**src/verilog/bcr_defines.vh**
```
// Constants for the banked register set control block
`ifndef BCR_DEFINES_VH
`define BCR_DEFINES_VH

// APB byte offsets; locations R0..R31 sit at 4 * location number
`define BCR_LOC_BASE      12'h000
`define BCR_EXCH_OFS      12'h080
`define BCR_IMM_OFS       12'h084
`define BCR_ALU_OFS       12'h088
`define BCR_BANK_OFS      12'h08c

// Register locations
`define BCR_LOC_R0        5'h00
`define BCR_LOC_R1        5'h01
`define BCR_LOC_R2        5'h02
`define BCR_LOC_R3        5'h03
`define BCR_LOC_R4        5'h04
`define BCR_LOC_R8        5'h08
`define BCR_LOC_R11       5'h0b
`define BCR_LOC_R20       5'h14
`define BCR_LOC_R27       5'h1b
`define BCR_IMM_LIMIT     5'h10

// Device control register fields
`define BCR_DCR_CCS       7
`define BCR_DCR_TCS_HI    6
`define BCR_DCR_TCS_LO    5
`define BCR_DCR_IW_HI     4
`define BCR_DCR_IW_LO     3
`define BCR_DCR_DW_HI     2
`define BCR_DCR_DW_LO     0
`define BCR_DCR_RESET     8'h1f

// Aux control register fields
`define BCR_ACR_GIE       0
`define BCR_ACR_BIC       1
`define BCR_ACR_COD       2
`define BCR_ACR_RESET     8'h00

// Interrupt masks, vector base, host control
`define BCR_IRQ_THREE     3
`define BCR_IMR_RESET     8'h00
`define BCR_VBR_RESET     8'h00
`define BCR_NMI_VEC_LOW   8'h1c
`define BCR_HOST_RESET    8'h00

// Exchange command bits
`define BCR_EX_ALT_A      0
`define BCR_EX_ALT_B      1
`define BCR_EX_IRQ_CHG    2
`define BCR_EX_IRQ_VAL    3
`define BCR_EXCH_CYCLES   2'd2

// ALU operation codes
`define BCR_OP_MOV        3'h0
`define BCR_OP_ADD        3'h1
`define BCR_OP_SUB        3'h2
`define BCR_OP_AND        3'h3
`define BCR_OP_OR         3'h4
`define BCR_OP_XOR        3'h5

`endif

```
**src/verilog/bcr_clk_ctl.v**
```verilog
// Clock select, tick generation and clock output enable
`timescale 1ns/1ps
module bcr_clk_ctl (
    // Clock and reset
    input  wire       pclk,
    input  wire       presetn,
    // Selections
    input  wire       cpu_clock_select,
    input  wire [1:0] xcvr_clock_select,
    input  wire       clock_out_disable,
    input  wire       ext_xcvr_clock_in,
    // Results
    output reg        cpu_tick_q,
    output reg        xcvr_tick_q,
    output reg        clock_out_oe_q
);
    reg [1:0] div_q;      // Oscillator divider
    reg       ext_prev_q; // Last sample of external clock
    reg       xtick_d;    // Next transceiver tick

    // Free-running divider of the oscillator (pclk)
    always @(posedge pclk or negedge presetn) begin
        if (!presetn) begin
            div_q      <= 2'h0;
            ext_prev_q <= 1'b0;
        end else begin
            div_q      <= div_q + 2'h1;
            ext_prev_q <= ext_xcvr_clock_in;
        end
    end

    // Transceiver tick source choice
    always @* begin
        case (xcvr_clock_select)
            2'h0:    xtick_d = 1'b1;
            2'h1:    xtick_d = div_q[0];
            2'h2:    xtick_d = (div_q == 2'h3);
            2'h3:    xtick_d = ext_xcvr_clock_in & ~ext_prev_q;
            default: xtick_d = 1'b0;
        endcase
    end

    // Registered ticks; clock output enable ignores cpu divide
    always @(posedge pclk or negedge presetn) begin
        if (!presetn) begin
            cpu_tick_q     <= 1'b0;
            xcvr_tick_q    <= 1'b0;
            clock_out_oe_q <= 1'b0;
        end else begin
            cpu_tick_q     <= cpu_clock_select ? div_q[0] : 1'b1;
            xcvr_tick_q    <= xtick_d;
            clock_out_oe_q <= ~clock_out_disable;
        end
    end
endmodule

```
**src/verilog/bcr_regset.v**
```verilog
// Banked CPU register set with APB access and control outputs
//
// How it works
// - Five-bit location field, thirty-two locations
// - R0-R11 split into banked groups A, B
// - Exchange picks group A and B independently
// - Immediate writes reach only R0-R15
// - General storage in B banks and R20-R27
// - Bank contents: control, config, general, transceiver
// - R8 accumulator is second operand
// - Reset selects alternate bank for both
// - Exchange is two cycles, optional interrupt enable
// - Two-bit transceiver clock source select
// - CPU clock oscillator or half of it
// - Clock output always undivided oscillator
// - Clock out disable floats the pin
// - Wait-state fields in device control register
// - Wait fields reset to three and seven
// - Vector base gives vector high byte
// - Vector base resets zero, NMI at 001Ch
// - Per-interrupt masks gated by global enable
// - Direction bit; mask three masks or drives
// - Host control register reachable only by host
// - Host access never stalls local register access
//
// Added by the designer: the APB slave port and the register addresses.
`timescale 1ns/1ps
`include "bcr_defines.vh"
module bcr_regset (
    // APB slave
    input  wire        pclk,
    input  wire        presetn,
    input  wire        psel,
    input  wire        penable,
    input  wire        pwrite,
    input  wire [11:0] paddr,
    input  wire [31:0] pwdata,
    output reg  [31:0] prdata,
    output reg         pready,
    output reg         pslverr,
    // Transceiver status and access
    input  wire [7:0]  xcvr_status,
    output reg         xcvr_acc_wr_q,
    output reg  [1:0]  xcvr_acc_idx_q,
    output reg  [7:0]  xcvr_acc_data_q,
    // Timing control
    input  wire        ext_xcvr_clock_in,
    output wire        cpu_tick_q,
    output wire        xcvr_tick_q,
    output wire        clock_out_oe_q,
    output reg  [1:0]  instr_wait_select_q,
    output reg  [2:0]  data_wait_select_q,
    // Interrupts
    input  wire [4:0]  irq_req,
    input  wire [7:0]  vec_low,
    input  wire        nmi_take,
    output reg  [4:0]  irq_active_q,
    output reg  [15:0] vector_addr_q,
    input  wire        bidir_irq_n_i,
    output reg         bidir_irq_n_o,
    output reg         bidir_irq_n_oe,
    // Remote host
    input  wire        host_wr,
    input  wire [7:0]  host_wdata,
    output reg  [7:0]  host_side_control_reg_q
);
    // Bank selects, one for each group
    reg        alt_a_q;
    reg        alt_b_q;
    // Control and configuration registers
    reg [7:0]  device_control_reg_q;
    reg [7:0]  aux_control_reg_q;
    reg [7:0]  irq_mask_reg_q;
    reg [7:0]  vector_base_reg_q;
    reg [7:0]  cfg_a_q [0:1];   // Alternate A R2, R3
    // General storage and transceiver access registers
    reg [7:0]  main_b_q [0:7];  // Main B R4..R11
    reg [7:0]  alt_b_q_mem [0:3]; // Alternate B R8..R11
    reg [7:0]  xacc_q [0:3];    // Alternate B R4..R7
    reg [7:0]  gen_hi_q [0:7];  // R20..R27
    // Bus handling
    reg [1:0]  wait_cnt_q;      // Exchange access cycle counter
    reg [31:0] rd_d;
    reg        err_d;
    reg        wr_en;
    reg [4:0]  wr_loc;
    reg [7:0]  wr_val;
    reg [7:0]  alu_res;
    integer    i;

    wire       setup_ok  = psel & penable & ~pready;
    wire       commit    = psel & penable & pready;
    wire       is_loc    = (paddr[11:7] == 5'h00) && (paddr[1:0] == 2'h0);
    wire [4:0] loc       = paddr[6:2];
    wire       is_exch   = (paddr == `BCR_EXCH_OFS);
    wire       is_imm    = (paddr == `BCR_IMM_OFS);
    wire       is_alu    = (paddr == `BCR_ALU_OFS);
    wire       is_bank   = (paddr == `BCR_BANK_OFS);
    wire [4:0] imm_loc   = pwdata[12:8];
    wire [4:0] alu_src   = pwdata[4:0];
    wire [4:0] alu_dst   = pwdata[9:5];
    wire [2:0] alu_op    = pwdata[12:10];
    wire       pin_input = ~aux_control_reg_q[`BCR_ACR_BIC];
    wire       global_irq_enable       = aux_control_reg_q[`BCR_ACR_GIE];

    // Read one location through the current bank mapping
    function [7:0] rd_loc;
        input [4:0] a;
        begin
            rd_loc = 8'h00;
            if (a <= `BCR_LOC_R3) begin
                if (alt_a_q) begin
                    case (a[1:0])
                        2'h0:    rd_loc = device_control_reg_q;
                        2'h1:    rd_loc = vector_base_reg_q;
                        default: rd_loc = cfg_a_q[a[0]];
                    endcase
                end else begin
                    case (a[1:0])
                        2'h0:    rd_loc = {4'h0, ~bidir_irq_n_i, global_irq_enable, alt_b_q, alt_a_q};
                        2'h1:    rd_loc = xcvr_status;
                        2'h2:    rd_loc = irq_mask_reg_q;
                        default: rd_loc = aux_control_reg_q;
                    endcase
                end
            end else if (a <= `BCR_LOC_R11) begin
                if (!alt_b_q)
                    rd_loc = main_b_q[a[2:0] - 3'h4];
                else if (a < `BCR_LOC_R8)
                    rd_loc = xacc_q[a[1:0]];
                else
                    rd_loc = alt_b_q_mem[a[1:0]];
            end else if ((a >= `BCR_LOC_R20) && (a <= `BCR_LOC_R27)) begin
                rd_loc = gen_hi_q[a[2:0] - 3'h4];
            end
        end
    endfunction

    // Location writable by software from this side
    function loc_ok;
        input [4:0] a;
        begin
            loc_ok = ((a <= `BCR_LOC_R11) && !(!alt_a_q && (a <= `BCR_LOC_R1)))
                   || ((a >= `BCR_LOC_R20) && (a <= `BCR_LOC_R27));
        end
    endfunction

    // Two-operand result with the visible accumulator
    always @* begin
        case (alu_op)
            `BCR_OP_MOV: alu_res = rd_loc(alu_src);
            `BCR_OP_ADD: alu_res = rd_loc(alu_src) + rd_loc(`BCR_LOC_R8);
            `BCR_OP_SUB: alu_res = rd_loc(alu_src) - rd_loc(`BCR_LOC_R8);
            `BCR_OP_AND: alu_res = rd_loc(alu_src) & rd_loc(`BCR_LOC_R8);
            `BCR_OP_OR:  alu_res = rd_loc(alu_src) | rd_loc(`BCR_LOC_R8);
            `BCR_OP_XOR: alu_res = rd_loc(alu_src) ^ rd_loc(`BCR_LOC_R8);
            default:     alu_res = rd_loc(alu_src);
        endcase
    end

    // Read data and error answer decided at the access phase
    always @* begin
        rd_d  = 32'h0000_0000;
        err_d = 1'b0;
        if (is_loc) begin
            rd_d = {24'h00_0000, rd_loc(loc)};
            err_d = pwrite & ~loc_ok(loc);
        end else if (is_bank) begin
            rd_d = {30'h0, alt_b_q, alt_a_q};
            err_d = pwrite;
        end else if (is_imm) begin
            err_d = ~pwrite | (imm_loc >= `BCR_IMM_LIMIT)
                  | ~loc_ok(imm_loc);
        end else if (is_alu) begin
            err_d = ~pwrite | ~loc_ok(alu_dst);
        end else if (is_exch) begin
            err_d = ~pwrite;
        end else begin
            err_d = 1'b1;                                           // Unmapped offset
        end
    end

    // Single write port for locations, taken at the committing edge
    always @* begin
        wr_en  = 1'b0;
        wr_loc = loc;
        wr_val = pwdata[7:0];
        if (commit && pwrite && !pslverr) begin
            if (is_loc) begin
                wr_en = 1'b1;
            end else if (is_imm) begin
                wr_en  = 1'b1;
                wr_loc = imm_loc;
            end else if (is_alu) begin
                wr_en  = 1'b1;
                wr_loc = alu_dst;
                wr_val = alu_res;
            end
        end
    end

    // APB handshake; exchange holds the access phase for two cycles
    always @(posedge pclk or negedge presetn) begin
        if (!presetn) begin
            pready     <= 1'b0;
            pslverr    <= 1'b0;
            prdata     <= 32'h0000_0000;
            wait_cnt_q <= 2'h0;
        end else if (setup_ok) begin
            if (is_exch && (wait_cnt_q + 2'h1 < `BCR_EXCH_CYCLES)) begin
                wait_cnt_q <= wait_cnt_q + 2'h1;
            end else begin
                pready     <= 1'b1;
                pslverr    <= err_d;
                prdata     <= pwrite ? 32'h0000_0000 : rd_d;
                wait_cnt_q <= 2'h0;
            end
        end else begin
            pready  <= 1'b0;
            pslverr <= 1'b0;
        end
    end

    // Bank selection; effective for the very next access
    always @(posedge pclk or negedge presetn) begin
        if (!presetn) begin
            alt_a_q <= 1'b1;
            alt_b_q <= 1'b1;
        end else if (commit && pwrite && is_exch && !pslverr) begin
            alt_a_q <= pwdata[`BCR_EX_ALT_A];
            alt_b_q <= pwdata[`BCR_EX_ALT_B];
        end
    end

    // Control and configuration registers in bank A
    always @(posedge pclk or negedge presetn) begin
        if (!presetn) begin
            device_control_reg_q <= `BCR_DCR_RESET;
            aux_control_reg_q    <= `BCR_ACR_RESET;
            irq_mask_reg_q       <= `BCR_IMR_RESET;
            vector_base_reg_q    <= `BCR_VBR_RESET;
            cfg_a_q[0]           <= 8'h00;
            cfg_a_q[1]           <= 8'h00;
        end else begin
            if (wr_en && (wr_loc <= `BCR_LOC_R3)) begin
                if (alt_a_q) begin
                    case (wr_loc[1:0])
                        2'h0:    device_control_reg_q <= wr_val;
                        2'h1:    vector_base_reg_q <= wr_val;
                        default: cfg_a_q[wr_loc[0]] <= wr_val;
                    endcase
                end else if (wr_loc[1:0] == 2'h2) begin
                    irq_mask_reg_q <= wr_val;
                end else if (wr_loc[1:0] == 2'h3) begin
                    aux_control_reg_q <= wr_val;
                end
            end
            // Exchange may also switch the global enable
            if (commit && pwrite && is_exch && !pslverr && pwdata[`BCR_EX_IRQ_CHG])
                aux_control_reg_q[`BCR_ACR_GIE] <= pwdata[`BCR_EX_IRQ_VAL];
        end
    end

    // General storage and transceiver access registers in bank B and high range
    always @(posedge pclk or negedge presetn) begin
        if (!presetn) begin
            for (i = 0; i < 8; i = i + 1) begin
                main_b_q[i] <= 8'h00;
                gen_hi_q[i] <= 8'h00;
            end
            for (i = 0; i < 4; i = i + 1) begin
                alt_b_q_mem[i] <= 8'h00;
                xacc_q[i]      <= 8'h00;
            end
            xcvr_acc_wr_q   <= 1'b0;
            xcvr_acc_idx_q  <= 2'h0;
            xcvr_acc_data_q <= 8'h00;
        end else begin
            xcvr_acc_wr_q <= 1'b0;
            if (wr_en && (wr_loc >= `BCR_LOC_R4) && (wr_loc <= `BCR_LOC_R11)) begin
                if (!alt_b_q) begin
                    main_b_q[wr_loc[2:0] - 3'h4] <= wr_val;
                end else if (wr_loc < `BCR_LOC_R8) begin
                    xacc_q[wr_loc[1:0]] <= wr_val;
                    xcvr_acc_wr_q       <= 1'b1;
                    xcvr_acc_idx_q      <= wr_loc[1:0];
                    xcvr_acc_data_q     <= wr_val;
                end else begin
                    alt_b_q_mem[wr_loc[1:0]] <= wr_val;
                end
            end else if (wr_en && (wr_loc >= `BCR_LOC_R20) && (wr_loc <= `BCR_LOC_R27)) begin
                gen_hi_q[wr_loc[2:0] - 3'h4] <= wr_val;
            end
        end
    end

    // Wait-state selects follow the device control fields
    always @(posedge pclk or negedge presetn) begin
        if (!presetn) begin
            instr_wait_select_q <= 2'h3;
            data_wait_select_q  <= 3'h7;
        end else begin
            instr_wait_select_q <= device_control_reg_q[`BCR_DCR_IW_HI:`BCR_DCR_IW_LO];
            data_wait_select_q  <= device_control_reg_q[`BCR_DCR_DW_HI:`BCR_DCR_DW_LO];
        end
    end

    // Interrupt gating, vector formation and the bidirectional pin
    always @(posedge pclk or negedge presetn) begin
        if (!presetn) begin
            irq_active_q   <= 5'h00;
            vector_addr_q  <= 16'h0000;
            bidir_irq_n_o  <= 1'b1;
            bidir_irq_n_oe <= 1'b0;
        end else begin
            // Pin level counts only while the pad is released, so our own drive never loops back
            irq_active_q <= {irq_req[4], ~bidir_irq_n_oe ? ~bidir_irq_n_i : 1'b0, irq_req[2:0]}
                          & irq_mask_reg_q[4:0] & {5{global_irq_enable}};
            vector_addr_q <= {vector_base_reg_q, nmi_take ? `BCR_NMI_VEC_LOW : vec_low};
            bidir_irq_n_oe <= ~pin_input;
            bidir_irq_n_o  <= ~irq_mask_reg_q[`BCR_IRQ_THREE];
        end
    end

    // Host-only control register; no APB path reaches it and it never stalls APB
    always @(posedge pclk or negedge presetn) begin
        if (!presetn)
            host_side_control_reg_q <= `BCR_HOST_RESET;
        else if (host_wr)
            host_side_control_reg_q <= host_wdata;
    end

    // Clock selection and output enable
    bcr_clk_ctl u_clk (
        .pclk              (pclk),
        .presetn           (presetn),
        .cpu_clock_select  (device_control_reg_q[`BCR_DCR_CCS]),
        .xcvr_clock_select (device_control_reg_q[`BCR_DCR_TCS_HI:`BCR_DCR_TCS_LO]),
        .clock_out_disable (aux_control_reg_q[`BCR_ACR_COD]),
        .ext_xcvr_clock_in (ext_xcvr_clock_in),
        .cpu_tick_q        (cpu_tick_q),
        .xcvr_tick_q       (xcvr_tick_q),
        .clock_out_oe_q    (clock_out_oe_q)
    );
endmodule
```
**config.mk**
```make
export PLATFORM = sky130hd
export DESIGN_NAME = bcr_regset
export DESIGN_NICKNAME = d
export VERILOG_FILES = /design/src/verilog/bcr_clk_ctl.v /design/src/verilog/bcr_regset.v
export VERILOG_INCLUDE_DIRS = /design/src /design/src/verilog
export SDC_FILE = /design/constraint.sdc
export NUM_CORES = 1
export LEC_CHECK = 0
export BUFFER_PORTS_ARGS = -buffer_cell sky130_fd_sc_hd__buf_4
export CAP_MARGIN = 25
export CORE_MARGIN = 4
export CORE_UTILIZATION = 25
export DETAILED_ROUTE_END_ITERATION = 10
export PLACE_DENSITY_LB_ADDON = 0.1
export SLEW_MARGIN = 20
export SYNTH_ARGS = -nofsm -noshare
export SYNTH_HDL_FRONTEND = slang
export SYNTH_SLANG_ARGS = --single-unit
```
**constraint.sdc**
```tcl
create_clock -name pclk -period 4.9 [get_ports pclk]
set_input_delay 0.49 -clock pclk [delete_from_list [all_inputs] [get_ports pclk]]
set_output_delay 0.49 -clock pclk [all_outputs]
set_load 0.02 [all_outputs]
```
* After elaboration in Yosys (flattened, before gate mapping)
Cells that the tools add are included.
** Storage, ports and cells
- Register bits :: 331
- Bits of input ports :: 82
- Output and inout bits :: 84
- Logic and storage cells :: 318
** Cells by class
- $add $sub $neg :: 7
- $lt $le $gt $ge :: 39
- Equal/unequal tests :: 23
- Multiplexer cells :: 106
- Bitwise operators :: 38
- Reductions and logical operators :: 53
** Operators by type and width (number)
- $mux 8 :: 54
- $bwmux 64 :: 2
- $bmux 8 s3 :: 4
- $bmux 8 s2 :: 4
- $bwmux 32 :: 2
- $eq 12x8->1 const B :: 4
- $pmux 8 s3 :: 2
- $pmux 8 s5 :: 1
- $mux 32 :: 1
- $pmux 8 s2 :: 2
- $ge 5x5->1 const B :: 6
- $le 5x4->1 const B :: 5
- $le 5x5->1 const B :: 5
- $logic_and 1x1->1 :: 25
- $demux 8 s3 :: 1
- $mux 1 :: 23
- $mux 5 :: 4
- $reduce_and 3->1 :: 6
- $bwmux 16 :: 1
- $demux 8 s2 :: 1
- $not 1->1 :: 16
- $le 5x1->1 const B :: 3
- $le 5x2->1 const B :: 3
- $lt 5x4->1 const B :: 3
- 39 further kinds :: 88

* Logic depth before layout (Yosys ltp)
Gate-level depths: netlist of the first run.
- Word-level depth :: 20
- Depth in mapped cells :: 20

* By module
Synthesis of the first run repeated with hierarchy kept, for this count alone.
** Second synthesis, totals
- Cell total of the unflattened synthesis :: 1666
- Area total of the unflattened synthesis :: 17221.5 µm²
** Modules (own cells, without submodules)
- bcr_regset :: instances 1, cells each 1652, area an instance 17007.6 µm², sequential area each 7548.5 µm²
- bcr_clk_ctl :: instances 1, cells each 14, area an instance 214.0 µm², sequential area each 150.1 µm²

* Worst setup path after synthesis of the first run
No wires, ideal clock.
- Kind :: reg-to-reg
- From :: reg alt_b_q
- To :: reg alt_b_q_mem[3] (netlist bit)
- Library setup time :: 65 ps
- Arrival time :: 4414 ps
- Data required time :: 4835 ps
- Setup slack :: 422 ps
- Stages on the path, launching flop included :: 17
- Path buffers :: 5
- Period minus slack after synthesis :: 4478 ps
- Cells stage by stage :: dfstp_2 > clkbuf_1 > buf_2 > buf_1 > clkbuf_1 > mux2i_1 > ha_1 > o21ai_0 > ha_1 > nor2b_1 > o21a_1 > o21a_1 > nor3b_1 > nor3_1 > a221oi_1 > clkbuf_1 > mux2_2
** On the way
- Word-level cells in the longest chain between the ends :: 11
- Elaborated cells between the ends (all ways) :: 28
- Those cells by class :: 2 x add/sub; 22 x mux; 3 x bitwise; 1 x reduce/logical
** Ends and longest elaborated chain
- from (decl) :: RTL line bcr_regset.v:69 : reg alt_b_q;
- from (signal assigned) :: RTL line bcr_regset.v:231 : alt_b_q <= pwdata[`BCR_EX_ALT_B];
- $pmux 8 s3 / $mux 8 (equally long branches) :: RTL line bcr_regset.v:119, bcr_regset.v:127
- $mux 8 (on tied branches)
- $mux 8 :: RTL line bcr_regset.v:111 : if (a <= `BCR_LOC_R3) begin
- $mux 8 :: RTL line bcr_regset.v:150 : case (alu_op)
- $sub 8x8->8 (tied with other cells) :: RTL line bcr_regset.v:153 : `BCR_OP_SUB: alu_res = rd_loc(alu_src) - rd_loc(`BCR_LOC_R8);
- $pmux 8 s5 :: RTL line bcr_regset.v:150
- $mux 8 :: RTL line bcr_regset.v:194 : end else if (is_alu) begin
- $mux 8 :: RTL line bcr_regset.v:191 : end else if (is_imm) begin
- $mux 8 :: RTL line bcr_regset.v:189 : if (is_loc) begin
- $mux 8 :: RTL line bcr_regset.v:188 : if (commit && pwrite && !pslverr) begin
- $bwmux 32 :: RTL line bcr_regset.v:289 : alt_b_q_mem[wr_loc[1:0]] <= wr_val;
- to (signal, indexed assignment) :: RTL line bcr_regset.v:289
- to (decl) :: RTL line bcr_regset.v:78 : reg [7:0] alt_b_q_mem [0:3];
Several ways; a longest one is shown, not always the timed one. The select of a mux whose other input is x is not followed.
A chain may end at the register's enable or synchronous reset.

* Worst setup path in the final report of the first run
- From :: reg alt_b_q
- To :: reg xacc_q[15] (netlist bit)
** On the way
- Word-level cells in the longest chain between the ends :: 11
- Elaborated cells between the ends (all ways) :: 28
- Those cells by class :: 2 x add/sub; 22 x mux; 3 x bitwise; 1 x reduce/logical
** Ends and longest elaborated chain
- $pmux 8 s3 / $mux 8 (equally long branches) :: RTL line bcr_regset.v:119, bcr_regset.v:127
- $mux 8 (on tied branches)
- $mux 8 :: RTL line bcr_regset.v:111
- $mux 8 :: RTL line bcr_regset.v:150
- $sub 8x8->8 (tied with other cells) :: RTL line bcr_regset.v:153
- $pmux 8 s5 :: RTL line bcr_regset.v:150
- $mux 8 :: RTL line bcr_regset.v:194
- $mux 8 :: RTL line bcr_regset.v:191
- $mux 8 :: RTL line bcr_regset.v:189
- $mux 8 :: RTL line bcr_regset.v:188
- $bwmux 32 :: RTL line bcr_regset.v:284 : xacc_q[wr_loc[1:0]] <= wr_val;
- to (signal, indexed assignment) :: RTL line bcr_regset.v:284
- to (decl) :: RTL line bcr_regset.v:79 : reg [7:0] xacc_q [0:3];
Several ways; a longest one is shown, not always the timed one. The select of a mux whose other input is x is not followed.

==> results by group, run 1 <==
Floorplanning
  – I/O pin cnt: 166
  – Core area: roughly 72000 um2
  – Die area: approximately 77000 um2
  – Die height: roughly 280 um
  – Starting Density: roughly a quarter
  – Die Width: 278 um
  – Row cnt: 98

Worst setup path
  – R2R Setup Slk: roughly 0.64 ns
  – CP Launch Point: alt_b_q$_DFFE_PN1P_
  – Max FO, Critical Path: 31
  – Reg2reg start: alt_b_q$_DFFE_PN1P_
  – CP startpoint kind: flip-flop
  – Crit end category: flip-flop
  – Worst r2r dst: xacc_q[15]$_DFFE_PN0P_
  – Crit path to: xacc_q[15]$_DFFE_PN0P_
  – CP Class: reg2reg
  – Reg2reg path depth: 14
  – CP arrival: 4.68 ns
  – CP required: about 5.3 ns

Clock network
  – H-Tree Depth: 2
  – TritonCTS buffer count: between 40 and 50
  – CTS tree: done
  – Clk sink count: between 300 and 400
  – Clk_lat worst skew: slightly below 0.6 ns
  – CTS max path bufs: 3
  – Clock Root Buffer: clkbuf_16
  – Clock Pin Slew Worst Setup and Hold Paths: around 0.06 ns
  – CTS resizes: 0

Logic synthesis
  – Area leader, netlist: dfrtp_1
  – Synth Area per Inst: approximately 11 um2
  – Sequential share of the synthesized area: approximately 42%
  – Dominant synthesized flop cell: dfrtp_1
  – Yosys reg bits: a little over 300
  – Yosys cell types: 90
  – Mapped cell area: between 15000 and 20000 um2
  – Cells after Synth: approximately 1700
  – Proportion of netlist area held by the largest area contributor: approximately 40%
  – Synth Warn #: 0
  – Synth area leaders: dfrtp_1, mux4_2, mux2_2
  – Asr flop ratio synth: 100%
  – Post-synth EDFFs: 0

Place
  – Gpl congestion: a little over 0.8
  – Placed cells: roughly 2700
  – Final HPWL DP: ~49 mm
  – Port bufs: about 120
  – Post-DP Area: about 20000 um2
  – Place WS: 0.218 ns

Power and ir drop
  – Combinational share of power: a little over a tenth
  – Seq pwr share: 39.8%
  – Net Sw Power: around 1.8 mW
  – Switching portion of total power: 27.8%
  – Pleak: slightly below 10 nW
  – Pwr/cell area: just under 300 nW/um2
  – Clock power frac: approximately 50%
  – Worst VDD drop: ~0.00027 V
  – Power Internal: between 4 and 5 mW
  – Tot Pwr: roughly 6.4 mW

STA
  – Fin. Hold Viols: 0
  – Max-slew headroom: roughly a third
  – Max-slew violation count: 0
  – RSZ-0062 raised after global routing: no
  – Worst Skew: 0.0347 ns
  – FMAX: 235 MHz
  – Setup ws final: between 0.6 and 0.7 ns
  – Worst-Margin Slew: between 1 and 1.5 ns
  – Final setup vio count: 0
  – Hold_ws: approximately 0.076 ns
  – Total Negative Setup Slacks: 0 ns
  – Final min period: 4.26 ns
  – Fin crit share: ~87%

Drt
  – 1st-pass router iterations: 7
  – Avg WL per Cell: 25.2 um
  – Iteration-0 DRC Markers: ~1100
  – Vias per cell: 5.16
  – DRC Markers: 0
  – Via count: around 14000
  – Final ANT Viol Nets: 0
  – Detailed Route WL: approximately 70 mm

GRT
  – First-pass GRT wire length: about 100 mm
  – Gr usage total: between 15 and 20%
  – Global route overflow: 0
  – Pin count of the biggest net entering global routing: 122
  – Vias in the first global route: roughly 15000
  – Initial antenna violation count: 0

Cells and area
  – Area grow syn2layout: 20.3%
  – # diodes: 0
  – Post-route core utilization: 30.5%
  – Fin area: ~22000 um2
  – Final net count: roughly 1900
  – Fraction of layout cells with a size suffix above 1: approximately a third
  – Fin cells: roughly 2800

Run status
  – Status: finished clean

Hold path
  – Hold Crit Class: in2reg

Flow run
  – Max-cap violation count: 0
## cell families after synthesis
family | share of synthesized area, %
compound gates | 13.2
xor+xnor | 0.624
fa+ha+maj | 1.95
buf+inv | 5.79
flops | 42.2
mux | 24.3
other cells | 0.0206
simple gates | 11.9
## registers in the layout, indices dropped and copies added (netlist names), 16 cells and up
signal,cells
cfg_a_q,16
main_b_q,64
xacc_q,32
gen_hi_q,64
vector_addr_q,16
alt_b_q_mem,32
## power groups by stage
stage / sequential, mW / combinational, mW / clock [mW]
6_report: 2.56 / 0.680 / 3.18
5_1_grt: 2.56 / 0.731 / 3.40
4_1_cts: 2.56 / 0.688 / 3.30
3_5_place_dp: 2.60 / 0.685 / 0
3_3_place_gp: 2.60 / 0.681 / 0
2_1_floorplan: 2.62 / 0.345 / 0
## worst min-delay path by stage
stage,start,endpoint,cells past startpoint,slack [ns]
2_1_floorplan,presetn,alt_b_q_mem[0]$_DFFE_PN0P_,0,0.19
3_3_place_gp,device_control_reg_q[3]$_DFFE_PN1P_,instr_wait_select_q[0]$_DFF_PN1_,0,0.38
3_5_place_dp,device_control_reg_q[1]$_DFFE_PN1P_,data_wait_select_q[1]$_DFF_PN1_,0,0.38
4_1_cts,bidir_irq_n_i,irq_active_q[3]$_DFF_PN0_,2,0.03
5_1_grt,bidir_irq_n_i,irq_active_q[3]$_DFF_PN0_,2,0.05
6_report,bidir_irq_n_i,irq_active_q[3]$_DFF_PN0_,2,0.08
## cells in the final DEF (no fill, tap or decap), types with 6 or more instances in the layout
cell         n
dfrtp_1    294
buf_4      204
mux2_2     136
nor2_1     132
a21oi_1    128
mux4_2     114
nand2_1    112
o21ai_0     82
a31oi_1     44
inv_1       43
clkbuf_16   43
nand3_1     41
mux2i_1     32
ha_1        26
and3_1      24
conb_1      24
nor3_1      22
and2_1      20
a21boi_0    18
nand4_1     14
dfstp_2     13
buf_12      12
clkbuf_1    11
nor2b_1     10
nor4_1      10
xnor2_1      9
o21ai_1      9
a221oi_1     8
o211ai_1     8
a41oi_1      8
or2_2        7
a221o_1      7
nand2b_1     6
a211oi_1     6
nand3b_1     6
a32o_1       6
a31o_2       6
## critical path, cell delays in order (launching register included)
cell      delay, ns
dfstp_2        0.85
buf_4          0.31
mux4_2         0.25
nand2_1        0.05
nand3_1        0.19
inv_1          0.08
nor2_1         0.32
ha_1           0.20
nor2b_1        0.14
o21a_1         0.16
o211ai_1       0.12
nand3_1        0.10
o211ai_1       0.20
xnor2_4        0.86
o21ai_0        0.24
## cell type report
| class | instances | area (um2) |
|---|---|---|
| fill | 7357 | 50000 |
| multi-input combinational | 1171 | 9670 |
| sequential | 307 | 7700 |
| timing repair buffer | 219 | 1810 |
| tap | 950 | 1190 |
| clock buffer | 58 | 1170 |
| clock inverter | 20 | 255 |
| inverter | 45 | 169 |
## metal layers
metal	track usage (%)	vias up	wire [um]
met5	0	-	0
met4	5.46	0	2140
met3	2.98	101	3640
met2	27.3	446	30800
met1	25.7	7365	33200
li1	-	6389	-
## cell usage after synthesis, drive strengths merged, types with 3 or more instances
master / n
dfrtp: 294
nor2: 139
mux2: 137
a21oi: 129
mux4: 114
nand2: 112
buf: 108
o21ai: 92
clkbuf: 60
a31oi: 47
inv: 43
nand3: 42
mux2i: 32
ha: 26
nor3: 26
and3: 24
and2: 21
a21boi: 19
nand4: 16
dfstp: 13
nor4: 12
nor2b: 10
o211ai: 10
xnor2: 10
a221oi: 9
a211oi: 8
a41oi: 8
a221o: 7
a31o: 7
or2: 7
a32o: 6
nand2b: 6
nand3b: 6
o22ai: 6
o31ai: 5
a22oi: 4
or3: 4
a21o: 3
a22o: 3
and3b: 3
nor4b: 3
o21a: 3
o31a: 3
xor2: 3
## what timing repair did
action                     CTS  global route
setup endpoints to repair    0             0
hold endpoints to repair    48             0
hold buffers                 2             0
buffers inserted             0             0
(Power assumes the default switching activity.)
==> run 2: changes to the inputs <==
- MAX_ROUTING_LAYER: not set -> met4
==> results by group, run 2 (synthesis results as in run 1) <==
Clock network
  – Clock Pin Slew Worst Setup and Hold Paths: about 0.06 ns
  – Post-CTS setup buffers: 0
  – CTS tree: done
  – Clk_lat worst skew: 0.59 ns
  – TritonCTS buffer count: 42
  – H-Tree Depth: 2
  – CTS max path bufs: 3
  – Clock Root Buffer: clkbuf_16
  – Clk sink count: 307

Cells and area
  – Post-route core utilization: 30.5%
  – Fin area: 22000 um2
  – Largest regs: gen_hi_q (64), main_b_q (64)
  – Final net count: ~1900
  – # diodes: 0
  – Area grow syn2layout: 20.3%
  – Commonest non-fill, non-tap cell in the layout: dfrtp_1
  – Fin cells: 2770
  – Most frequent cells in the layout: dfrtp_1, buf_4, mux2_2
  – Fraction of layout cells with a size suffix above 1: about 33%
  – Fillers: between 7000 and 8000

Drt
  – Vias per cell: about 5
  – 1st-pass router iterations: 5
  – Final ANT Viol Nets: 0
  – Detailed Route WL: around 70 mm
  – Iteration-0 DRC Markers: roughly 1100
  – Via count: roughly 14000
  – DRC Markers: 0
  – Avg WL per Cell: 25.2 um

Power and ir drop
  – Combinational share of power: between 10% and 20%
  – Seq pwr share: about two fifths
  – Net Sw Power: about 1.8 mW
  – Pwr/cell area: slightly below 300 nW/um2
  – Power Internal: 4.64 mW
  – Switching portion of total power: roughly 28%
  – Pleak: around 9.7 nW
  – Clock power frac: about half
  – Worst VDD drop: around 0.00027 V

Worst setup path
  – Max FO, Critical Path: 31
  – CP startpoint kind: flip-flop
  – CP arrival: between 4 and 5 ns
  – CP required: approximately 5.3 ns
  – CP Class: reg2reg
  – Crit end category: flip-flop

STA
  – Max-slew headroom: a little under a third
  – Worst Skew: between 0.03 and 0.04 ns
  – Fin crit share: about 87%
  – FMAX: roughly 230 MHz
  – Final min period: approximately 4.3 ns
  – Worst-Margin Slew: about 1.0 ns
  – Max-slew violation count: 0
  – Final setup vio count: 0
  – Fin. Hold Viols: 0
  – Total Negative Setup Slacks: 0 ns
  – RSZ-0062 raised after global routing: no

GRT
  – Vias in the first global route: approximately 15000
  – Global route overflow: 0
  – M2 GR Usage: a little over a quarter
  – First-pass GRT wire length: 103 mm
  – Initial antenna violation count: 0
  – Gr usage total: a little under a fifth
  – Met1 usage: about a quarter
  – Pin count of the biggest net entering global routing: around 120
  – GRT busiest layer: met2
  – Met3 usage: approximately 2.9%

Place
  – Port bufs: about 120
  – Placed cells: 2690
  – Post-DP Area: a little over 20000 um2
  – Final HPWL DP: around 49 mm
  – Gpl congestion: about 0.84

Floorplanning
  – Die Width: between 200 and 300 um
  – Row cnt: 98
  – Die area: around 77000 um2
  – Starting Density: around 25%
  – I/O pin cnt: 166
  – Die height: approximately 280 um
  – Core area: ~70000 um2

Hold path
  – Hold Crit Class: in2reg

Flow run
  – Max-cap violation count: 0

Run status
  – Status: finished clean
run 2: power groups by stage:
stage	logic (mW)	registers, mW	clock network [mW]
after floorplan	0.345	2.62	0
after global placement	0.681	2.60	0
after detailed placement	0.685	2.60	0
after CTS	0.688	2.56	3.30
after global routing	0.730	2.56	3.40
final	0.680	2.56	3.19
run 2: cell type report:
cell class	instances	area, um2	share of cell area [%]
clock buffers	58	1170	5.34
clock inverters	20	255	1.16
inverters	45	169	0.769
multi-input cells	1171	9670	44.0
flip-flops and latches	307	7700	35.1
well taps	950	1190	5.41
repair buffers	219	1810	8.23
run 2: layer usage:
metal | routed length [um] | share of wire, %
met2 | 31000 | 44
met5 | 0 | 0
met3 | 3410 | 4.9
met1 | 33500 | 48
met4 | 2020 | 2.9
run 2: worst max-delay path, stage by stage, from the launching register on:
cell	delay, ns
dfstp_2	0.83
buf_4	0.31
mux4_2	0.26
nand2_1	0.05
nand3_1	0.20
inv_1	0.08
nor2_1	0.31
ha_1	0.20
nor2b_1	0.14
o21a_1	0.16
o211ai_1	0.12
nand3_1	0.10
o211ai_1	0.20
xnor2_4	0.86
o21ai_0	0.26
run 2: path summary, 6_finish.rpt:
path                                                     start                         endpoint  slack [ns]  cells after the start
setup / recovery                           alt_b_q$_DFFE_PN1P_           xacc_q[15]$_DFFE_PN0P_        0.64                     14
hold / removal                                   bidir_irq_n_i        irq_active_q[3]$_DFF_PN0_        0.08                      2
setup reg to reg                           alt_b_q$_DFFE_PN1P_           xacc_q[15]$_DFFE_PN0P_        0.64                     14
hold reg to reg            device_control_reg_q[1]$_DFFE_PN1P_  data_wait_select_q[1]$_DFF_PN1_        0.39                      0
max in group asynchronous                              presetn         main_b_q[16]$_DFFE_PN0P_        3.12                      3
min in group asynchronous                              presetn       vector_addr_q[4]$_DFF_PN0_        0.43                      2
run 2: what timing repair did:
item | in CTS | in global routing
gates resized for setup | 0 | 0
endpoints found under the setup margin | 0 | 0
endpoints found under the hold margin | 48 | 0
hold buffers | 2 | 0
run 2: metrics by stage:
| step | hold WS (ns) | setup WS, ns | power [mW] |
|---|---|---|---|
| final | 0.0750 | 0.641 | 6.42 |
| after global placement | 0.385 | 0.197 | 3.28 |
| after global routing | 0.0477 | 0.293 | 6.69 |
| after floorplan | 0.194 | 0.422 | 2.96 |
| after detailed placement | 0.381 | 0.218 | 3.29 |
| after CTS | 0.0310 | 0.677 | 6.55 |
